--- src/common/blc_pkg.sv ---
package blc_pkg;
	// ----------------------------------------
	// register map
	// ----------------------------------------
	localparam logic [7:0] BLC_MODE_ADDR = 8'h00;
	localparam logic [7:0] BLC_CTRL_ADDR = 8'h02;
	localparam logic [7:0] BLC_TIME_ADDR = 8'h03;
	localparam logic [7:0] BLC_MODE_RESET = 8'h00;
	localparam logic [7:0] BLC_CTRL_RESET = 8'h00;
	localparam logic [7:0] BLC_TIME_RESET = 8'h00;
	// mode register fields
	localparam int BLC_STBY_BIT = 7;
	localparam int BLC_BLON_BIT = 6;
	localparam int BLC_DIM_BIT = 5;
	// backlight_control fields
	localparam int BLC_LVL_HI = 7;
	localparam int BLC_LVL_LO = 6;
	localparam int BLC_LAW_HI = 5;
	localparam int BLC_LAW_LO = 4;
	localparam int BLC_AUTO_BIT = 3;
	localparam int BLC_OVP_BIT = 2;
	localparam int BLC_OVRD_BIT = 1;
	localparam int BLC_KEY_BIT = 0;
	// backlight_off_dim_timers fields
	localparam int BLC_OFFT_HI = 7;
	localparam int BLC_OFFT_LO = 4;
	localparam int BLC_DIMT_HI = 3;
	localparam int BLC_DIMT_LO = 0;
	// ----------------------------------------
	// encodings
	// ----------------------------------------
	localparam logic [1:0] BLC_LVL_DAYLIGHT = 2'h0;
	localparam logic [1:0] BLC_LVL_OFFICE = 2'h1;
	localparam logic [1:0] BLC_LVL_DARK = 2'h2;
	localparam logic [1:0] BLC_LAW_LINEAR = 2'h0;
	localparam logic [1:0] BLC_LAW_SQUARE = 2'h1;
	localparam logic [1:0] BLC_LAW_CUBIC1 = 2'h2;
	localparam logic [1:0] BLC_LAW_CUBIC2 = 2'h3;
	localparam logic [3:0] BLC_CODE_OFF = 4'h0;
	localparam logic [7:0] BLC_FIRST_LONG = 8'h08;
	localparam logic [7:0] BLC_SHORT_BASE = 8'h05;
	localparam logic [7:0] BLC_SHORT_STEP = 8'h05;
	localparam logic [7:0] BLC_LONG_STEP = 8'h0A;
	localparam logic [7:0] BLC_LONG_OFFSET = 8'h1E;
	// ----------------------------------------
	// timing
	// ----------------------------------------
	localparam int BLC_TIMER_UNIT_S = 1;
	localparam int BLC_CLK_HZ = 250_000_000;
	localparam int BLC_CYC_PER_SEC = BLC_TIMER_UNIT_S * BLC_CLK_HZ;

	// timer code to seconds, zero means disabled
	function automatic logic [6:0] blc_code_to_sec(input logic [3:0] code);
		logic [7:0] c;
		c = {4'h0, code};
		if (code == BLC_CODE_OFF) begin
			return 7'h00;
		end else if (c < BLC_FIRST_LONG) begin
			return 7'(BLC_SHORT_BASE + BLC_SHORT_STEP * c);
		end else begin
			return 7'(BLC_LONG_STEP * c - BLC_LONG_OFFSET);
		end
	endfunction : blc_code_to_sec
endpackage : blc_pkg

--- src/hdl/blc_core.sv ---
`timescale 1ns/1ps
// What this block does
// - bits 7:6 of backlight_control pick daylight, office or dark level.
// - bits 5:4 pick the fade law: linear, square, cubic one or cubic two.
// - with auto level off, only the software level field sets the level.
// - with auto level on, the ambient comparators drive the level field.
// - bit 2 lets an overvoltage condition ramp the backlight down.
// - bit 1 turns the fade override on or off.
// - with bit 0 set, a key press sets backlight_on; otherwise it does nothing.
// - off timer code 0 disables, 1-7 give 10-40 s by 5, 8-15 give 50-120 s by 10.
// - the dim timer code in bits 3:0 uses the same encoding.
// - dim timer expiry sets the dim bit, which holds until cleared.
// - drive, dim, ramp-down, fade override and key wake work only while standby is released; level and law do not wait for it.
module blc_core
	import blc_pkg::*;
#(
	parameter int CYC_PER_SEC = BLC_CYC_PER_SEC
) (
	// clock and reset
	input wire logic ref_clk_i,
	input wire logic rst_b_i,
	// register port
	input wire logic [7:0] reg_addr_i,
	input wire logic [7:0] reg_wdata_i,
	input wire logic reg_wr_i,
	input wire logic reg_rd_i,
	output logic [7:0] reg_rdata_o,
	// events from neighbouring blocks
	input wire logic [1:0] ambient_level_i,
	input wire logic ovp_detect_i,
	input wire logic key_press_i,
	// backlight controls
	output logic [1:0] brightness_level_sel_o,
	output logic [1:0] fade_transfer_law_o,
	output logic backlight_drive_o,
	output logic dim_active_o,
	output logic ovp_rampdown_o,
	output logic fade_override_o
);
	localparam int TICK_W = $clog2(CYC_PER_SEC);
	localparam logic [TICK_W-1:0] TICK_LAST = TICK_W'(CYC_PER_SEC - 1);

	// ----------------------------------------
	// helpers
	// ----------------------------------------
	// one-second step of a timer that parks at zero
	function automatic logic [6:0] blc_step_down(input logic step, input logic [6:0] cnt);
		if (step && cnt != 7'h00) begin
			return 7'(cnt - 7'h01);
		end
		return cnt;
	endfunction : blc_step_down

	// ----------------------------------------
	// state
	// ----------------------------------------
	logic standby_release;
	logic backlight_on;
	logic dim_enable;
	logic [1:0] brightness_level_sel;
	logic [1:0] fade_transfer_law;
	logic ambient_auto_level;
	logic overvoltage_rampdown_enable;
	logic fade_override_enable;
	logic keypress_wake_enable;
	logic [3:0] off_timer_code;
	logic [3:0] dim_timer_code;
	logic [6:0] off_cnt;
	logic [6:0] dim_cnt;
	logic [TICK_W-1:0] tick_cnt;
	logic run_d;
	logic [1:0] amb_s1;
	logic [1:0] amb_s2;
	logic ovp_s1;
	logic ovp_s2;

	// ----------------------------------------
	// decode
	// ----------------------------------------
	wire wr_mode = reg_wr_i && (reg_addr_i == BLC_MODE_ADDR);
	wire wr_ctrl = reg_wr_i && (reg_addr_i == BLC_CTRL_ADDR);
	wire wr_time = reg_wr_i && (reg_addr_i == BLC_TIME_ADDR);
	wire run = standby_release && backlight_on;
	wire reload = run && !run_d;
	wire tick = run && (tick_cnt == TICK_LAST);
	wire off_exp = tick && (off_cnt == 7'h01);
	wire dim_exp = tick && (dim_cnt == 7'h01);
	wire key_wake = key_press_i && keypress_wake_enable && standby_release;
	// unused comparator code falls back to dark
	wire [1:0] amb_lvl = (amb_s2 == 2'h3) ? BLC_LVL_DARK : amb_s2;

	// ----------------------------------------
	// next values
	// ----------------------------------------
	// set beats clear: key wake wins over a write or off expiry
	wire next_backlight_on = key_wake ? 1'b1 :
		wr_mode ? reg_wdata_i[BLC_BLON_BIT] :
		off_exp ? 1'b0 : backlight_on;
	wire next_dim_enable = dim_exp ? 1'b1 :
		wr_mode ? reg_wdata_i[BLC_DIM_BIT] : dim_enable;
	wire [1:0] next_level = ambient_auto_level ? amb_lvl :
		wr_ctrl ? reg_wdata_i[BLC_LVL_HI:BLC_LVL_LO] : brightness_level_sel;
	wire [6:0] next_off_cnt = reload ? blc_code_to_sec(off_timer_code) :
		blc_step_down(tick, off_cnt);
	wire [6:0] next_dim_cnt = reload ? blc_code_to_sec(dim_timer_code) :
		blc_step_down(tick, dim_cnt);
	wire [TICK_W-1:0] next_tick_cnt = (!run || reload || tick) ? '0 :
		TICK_W'(tick_cnt + 1'b1);
	wire [7:0] mode_rd = {standby_release, backlight_on, dim_enable, 5'h00};
	wire [7:0] ctrl_rd = {brightness_level_sel, fade_transfer_law, ambient_auto_level,
		overvoltage_rampdown_enable, fade_override_enable, keypress_wake_enable};
	wire [7:0] time_rd = {off_timer_code, dim_timer_code};
	wire [7:0] next_rdata = (reg_addr_i == BLC_MODE_ADDR) ? mode_rd :
		(reg_addr_i == BLC_CTRL_ADDR) ? ctrl_rd :
		(reg_addr_i == BLC_TIME_ADDR) ? time_rd : 8'h00;

	// ----------------------------------------
	// synchronisers
	// ----------------------------------------
	always_ff @(posedge ref_clk_i) begin
		if (!rst_b_i) begin
			amb_s1 <= 2'h0;
			amb_s2 <= 2'h0;
			ovp_s1 <= 1'b0;
			ovp_s2 <= 1'b0;
		end else begin
			amb_s1 <= ambient_level_i;
			amb_s2 <= amb_s1;
			ovp_s1 <= ovp_detect_i;
			ovp_s2 <= ovp_s1;
		end
	end

	// ----------------------------------------
	// registers
	// ----------------------------------------
	always_ff @(posedge ref_clk_i) begin
		if (!rst_b_i) begin
			{standby_release, backlight_on, dim_enable} <= BLC_MODE_RESET[7:5];
			{brightness_level_sel, fade_transfer_law, ambient_auto_level,
				overvoltage_rampdown_enable, fade_override_enable,
				keypress_wake_enable} <= BLC_CTRL_RESET;
			{off_timer_code, dim_timer_code} <= BLC_TIME_RESET;
		end else begin
			if (wr_mode) begin
				standby_release <= reg_wdata_i[BLC_STBY_BIT];
			end
			if (wr_ctrl) begin
				fade_transfer_law <= reg_wdata_i[BLC_LAW_HI:BLC_LAW_LO];
				ambient_auto_level <= reg_wdata_i[BLC_AUTO_BIT];
				overvoltage_rampdown_enable <= reg_wdata_i[BLC_OVP_BIT];
				fade_override_enable <= reg_wdata_i[BLC_OVRD_BIT];
				keypress_wake_enable <= reg_wdata_i[BLC_KEY_BIT];
			end
			if (wr_time) begin
				off_timer_code <= reg_wdata_i[BLC_OFFT_HI:BLC_OFFT_LO];
				dim_timer_code <= reg_wdata_i[BLC_DIMT_HI:BLC_DIMT_LO];
			end
			backlight_on <= next_backlight_on;
			dim_enable <= next_dim_enable;
			brightness_level_sel <= next_level;
		end
	end

	// ----------------------------------------
	// timers
	// ----------------------------------------
	always_ff @(posedge ref_clk_i) begin
		if (!rst_b_i) begin
			off_cnt <= 7'h00;
			dim_cnt <= 7'h00;
			tick_cnt <= '0;
			run_d <= 1'b0;
		end else begin
			off_cnt <= next_off_cnt;
			dim_cnt <= next_dim_cnt;
			tick_cnt <= next_tick_cnt;
			run_d <= run;
		end
	end

	// ----------------------------------------
	// outputs
	// ----------------------------------------
	always_ff @(posedge ref_clk_i) begin
		if (!rst_b_i) begin
			reg_rdata_o <= 8'h00;
			backlight_drive_o <= 1'b0;
			dim_active_o <= 1'b0;
			ovp_rampdown_o <= 1'b0;
			fade_override_o <= 1'b0;
			fade_transfer_law_o <= BLC_LAW_LINEAR;
			brightness_level_sel_o <= BLC_LVL_DAYLIGHT;
		end else begin
			if (reg_rd_i) begin
				reg_rdata_o <= next_rdata;
			end
			backlight_drive_o <= run;
			dim_active_o <= run && dim_enable;
			ovp_rampdown_o <= run && overvoltage_rampdown_enable && ovp_s2;
			fade_override_o <= standby_release && fade_override_enable;
			fade_transfer_law_o <= fade_transfer_law;
			brightness_level_sel_o <= brightness_level_sel;
		end
	end
endmodule : blc_core

--- config.mk ---
export PLATFORM = sky130hd
export DESIGN_NAME = blc_core
export DESIGN_NICKNAME = d
export VERILOG_FILES = /design/src/common/blc_pkg.sv /design/src/hdl/blc_core.sv
export SDC_FILE = /design/constraint.sdc
export NUM_CORES = 1
export LEC_CHECK = 0
export ABC_AREA = 1
export BUFFER_PORTS_ARGS = -buffer_cell sky130_fd_sc_hd__buf_2
export CORE_MARGIN = 10
export CORE_UTILIZATION = 40
export CTS_CLUSTER_SIZE = 10
export DETAILED_ROUTE_END_ITERATION = 8
export GPL_TIMING_DRIVEN = 0
export PLACE_DENSITY = 0.59
export SLEW_MARGIN = 20
export SYNTH_ARGS = -nofsm -noshare
export SYNTH_HDL_FRONTEND = slang
export SYNTH_SLANG_ARGS = --single-unit
--- constraint.sdc ---
create_clock -name ref_clk_i -period 2.6 [get_ports ref_clk_i]
set_input_delay 0.13 -clock ref_clk_i [delete_from_list [all_inputs] [get_ports ref_clk_i]]
set_output_delay 0.13 -clock ref_clk_i [all_outputs]
set_load 0.1 [all_outputs]
==> metrics.yaml <==
cts_num_sinks: 83
syn_avg_cell_area_um2: 6.79
detail_route.vias_per_cell: 5.05
hold_viol: 0
seq_power_share_pct: 47.8
finalSetupViolations: 0
internal-power_uw: 1990
drv_cap: 0
p_per_area_mw_per_mm2: 453
fin_ws_ns: 0.413
min_period_over_period_pct: 84.1
hold_path_class: "in -> reg"
ys_seq_elements: 83
final_cell_area_mm2: 0.00592
skew_ns: 0.00597
first_iter_violations: 358
dieWidth_um: 134
async_flop_share_pct: 0
clockPowerShare_pct: 48.4
nets: 870
coreArea_mm2: 0.0127
slew_violations: 0
clock.fmax_mhz: 457
grt_first_pass_wirelength_mm: 23.4
switchingPower_uw: 689
place_worst_setup_slack_ns: 0.424
cts_tree: "yes"
postRouteAntennaNets: 0
hold_path_startpoint: "reg_wdata_i[4]"
dpl_cell_area_mm2: 0.00559
cts_resized: 0
grt_pass1_vias: 4779
combPwrFrac_pct: 3.8
post_route_cells_drive_above_1_share_pct: 13.2
multi_input_area_mm2: 0.00302
period_needed_ns: 2.19
cts_hold_buf: 3
power_leakage_uw: 0.00263
startpoint_type: "flip-flop"
ys_types: 40
n_fill_cell: 1323
crit_type: "reg -> reg"
drcViolationCount: 0
cts-buffers-inserted: 9
synth_edf_count: 0
ir_worst_vdd_v: 0.000330
synth_area_mm2: 0.00518
swShare_pct: 25.7
cts_post_setup_buffers_inserted: 0
clock_latency_ns: 0.35
gp_congestion: 0.850
syn_nets: 819
status: "completed"
reg2reg_from: "off_timer_code[1]"
die_h_um: 134
final.setup.tns_ns: 0
area_growth_pct: 14.1
worst_pin_slew_ns: 0.602
diodes: 0
grt_usage_pct: 15.8
yosysWarnings: 0
finalPower_uw: 2680
antenna_found_initial: 0
syn_inst: 764
clk_pin_slew_worst_paths_ns: 0.07
synth-main-ff-cell: "dfxtp_1"
rsz0062_at_grt: "false"
cp-startpoint: "off_timer_code[1]"
finalWirelength_mm: 14.0
required_ns: 2.84
cts-root-buf: "clkbuf_16"
grt_max_degree: 19
cts_max_path_buffers: 2
dieArea_mm2: 0.0179
crit_path_end_kind: "flip-flop"
ys_seq_area_share_pct: 32.0
rows: 41
cp_max_fo: 8
slew_headroom_pct: 59.9
dpl.hpwl_mm: 11.0
wl_per_cell_um: 14.1
port_buffers: 37
critical_path_arrival_ns: 2.43
num_vias: 5010
htreeDepth: 3
first_pass_iters: 5
grt-ovfl-total: 0
ios: 40
seq_area_mm2: 0.00166
initial_core_util_pct: 40.9
-- Yosys cell counts (5+ instances only) --
master	count	area [um^2]
o21ai_0	35	175
nor2_4	6	67.6
nand3_1	58	290
a31oi_1	5	31.3
nand2_1	182	683
a21oi_1	44	220
inv_2	5	18.8
inv_1	107	402
dfxtp_1	83	1660
xor2_1	6	52.6
nor3_1	14	70.1
ha_1	31	388
nand4_1	13	81.3
nor2_1	93	349
a21oi_2	14	123
nand3b_1	13	97.6
-- flip-flops by register name, summed over array words and instances (netlist names), 2 cells and up --
signal,flops
fade_transfer_law_o,2
tick_cnt,28
off_cnt,7
amb_s1,2
fade_transfer_law,2
dim_timer_code,4
off_timer_code,4
reg_rdata_o,8
dim_cnt,7
brightness_level_sel,2
amb_s2,2
brightness_level_sel_o,2
-- stage by stage --
| step | instances | util [%] | hold slack, ns |
|---|---|---|---|
| after floorplan | 764 | - | 0.228 |
| after global placement | 973 | 44.1 | 0.318 |
| after detailed placement | 973 | 44.1 | 0.320 |
| after CTS | 992 | 46.7 | 0.0513 |
| after global routing | 992 | 46.7 | 0.0640 |
| final | 992 | 46.7 | 0.0467 |
-- cells in the final DEF, fill, tap and decap left out, types with 4 or more instances in the layout --
| cell type | instances |
|---|---|
| o21ai_0 | 35 |
| ha_1 | 31 |
| nand3_1 | 58 |
| clkbuf_1 | 4 |
| dfxtp_1 | 83 |
| inv_2 | 5 |
| nand2_4 | 4 |
| nor2_1 | 93 |
| nor3_1 | 14 |
| a31oi_1 | 5 |
| a211oi_1 | 4 |
| a21oi_2 | 14 |
| xnor2_1 | 4 |
| nand2_2 | 4 |
| or2_2 | 4 |
| a21oi_1 | 44 |
| nand3b_1 | 13 |
| nand4_1 | 13 |
| inv_1 | 107 |
| buf_2 | 41 |
| nand2_1 | 182 |
| nor2_4 | 6 |
| clkbuf_16 | 9 |
| xor2_1 | 6 |
-- power by group through the flow --
stage	Sequential, uW	Combinational, uW	Clock, uW
finish	1280	101	1300
floorplan	1330	40.8	0
CTS	1280	101	1320
global route	1280	111	1380
global placement	1310	96.5	0
detailed placement	1310	97.5	0
-- logic make-up (layout without fill, tap and decap cells) --
logic type	Yosys count	in the layout	synth area share, %
flip-flops	83	83	32.0
buffers and inverters	126	182	9.80
adder cells (fa/ha/maj)	31	31	7.48
AND/OR/NAND/NOR	408	408	37.1
AO/OA/AOI/OAI	106	106	11.8
XOR/XNOR	10	10	1.69
-- cell type report --
| cell class | instances | area share [%] |
|---|---|---|
| buffer | 13 | 1.42 |
| clock buffer | 9 | 3.81 |
| clock inverter | 7 | 1.29 |
| inverter | 113 | 7.17 |
| multi-input combinational | 555 | 51.0 |
| sequential | 83 | 28.1 |
| tap | 172 | 3.64 |
| timing repair buffer | 40 | 3.64 |
-- final timing paths --
| path | to | slack, ns | cells past startpoint |
|---|---|---|---|
| worst min register to register | amb_s2[0] | 0.42 | 2 |
| worst max-delay path | off_cnt[4] | 0.41 | 10 |
| worst min-delay path | fade_transfer_law[0] | 0.05 | 3 |
| worst max register to register | off_cnt[4] | 0.41 | 10 |
-- worst max-delay path: stages, from the launching register on --
cell	delay, ns
dfxtp_1	0.50
ha_1	0.31
ha_1	0.30
ha_1	0.36
nand3_1	0.11
nand2_1	0.08
nand2_1	0.05
a21oi_1	0.15
o21ai_0	0.09
nor2_1	0.09
nor2_1	0.04
-- per-layer routing --
metal	wire length [um]	vias up	part of all wire, %	global-route usage, %
li1	-	2563	-	-
met4	142	0	1.0	4.84
met2	6260	147	45	25.2
met5	0	-	0	0
met1	6790	2289	49	21.1
met3	792	11	5.7	2.88
(Power assumes the default switching activity.)
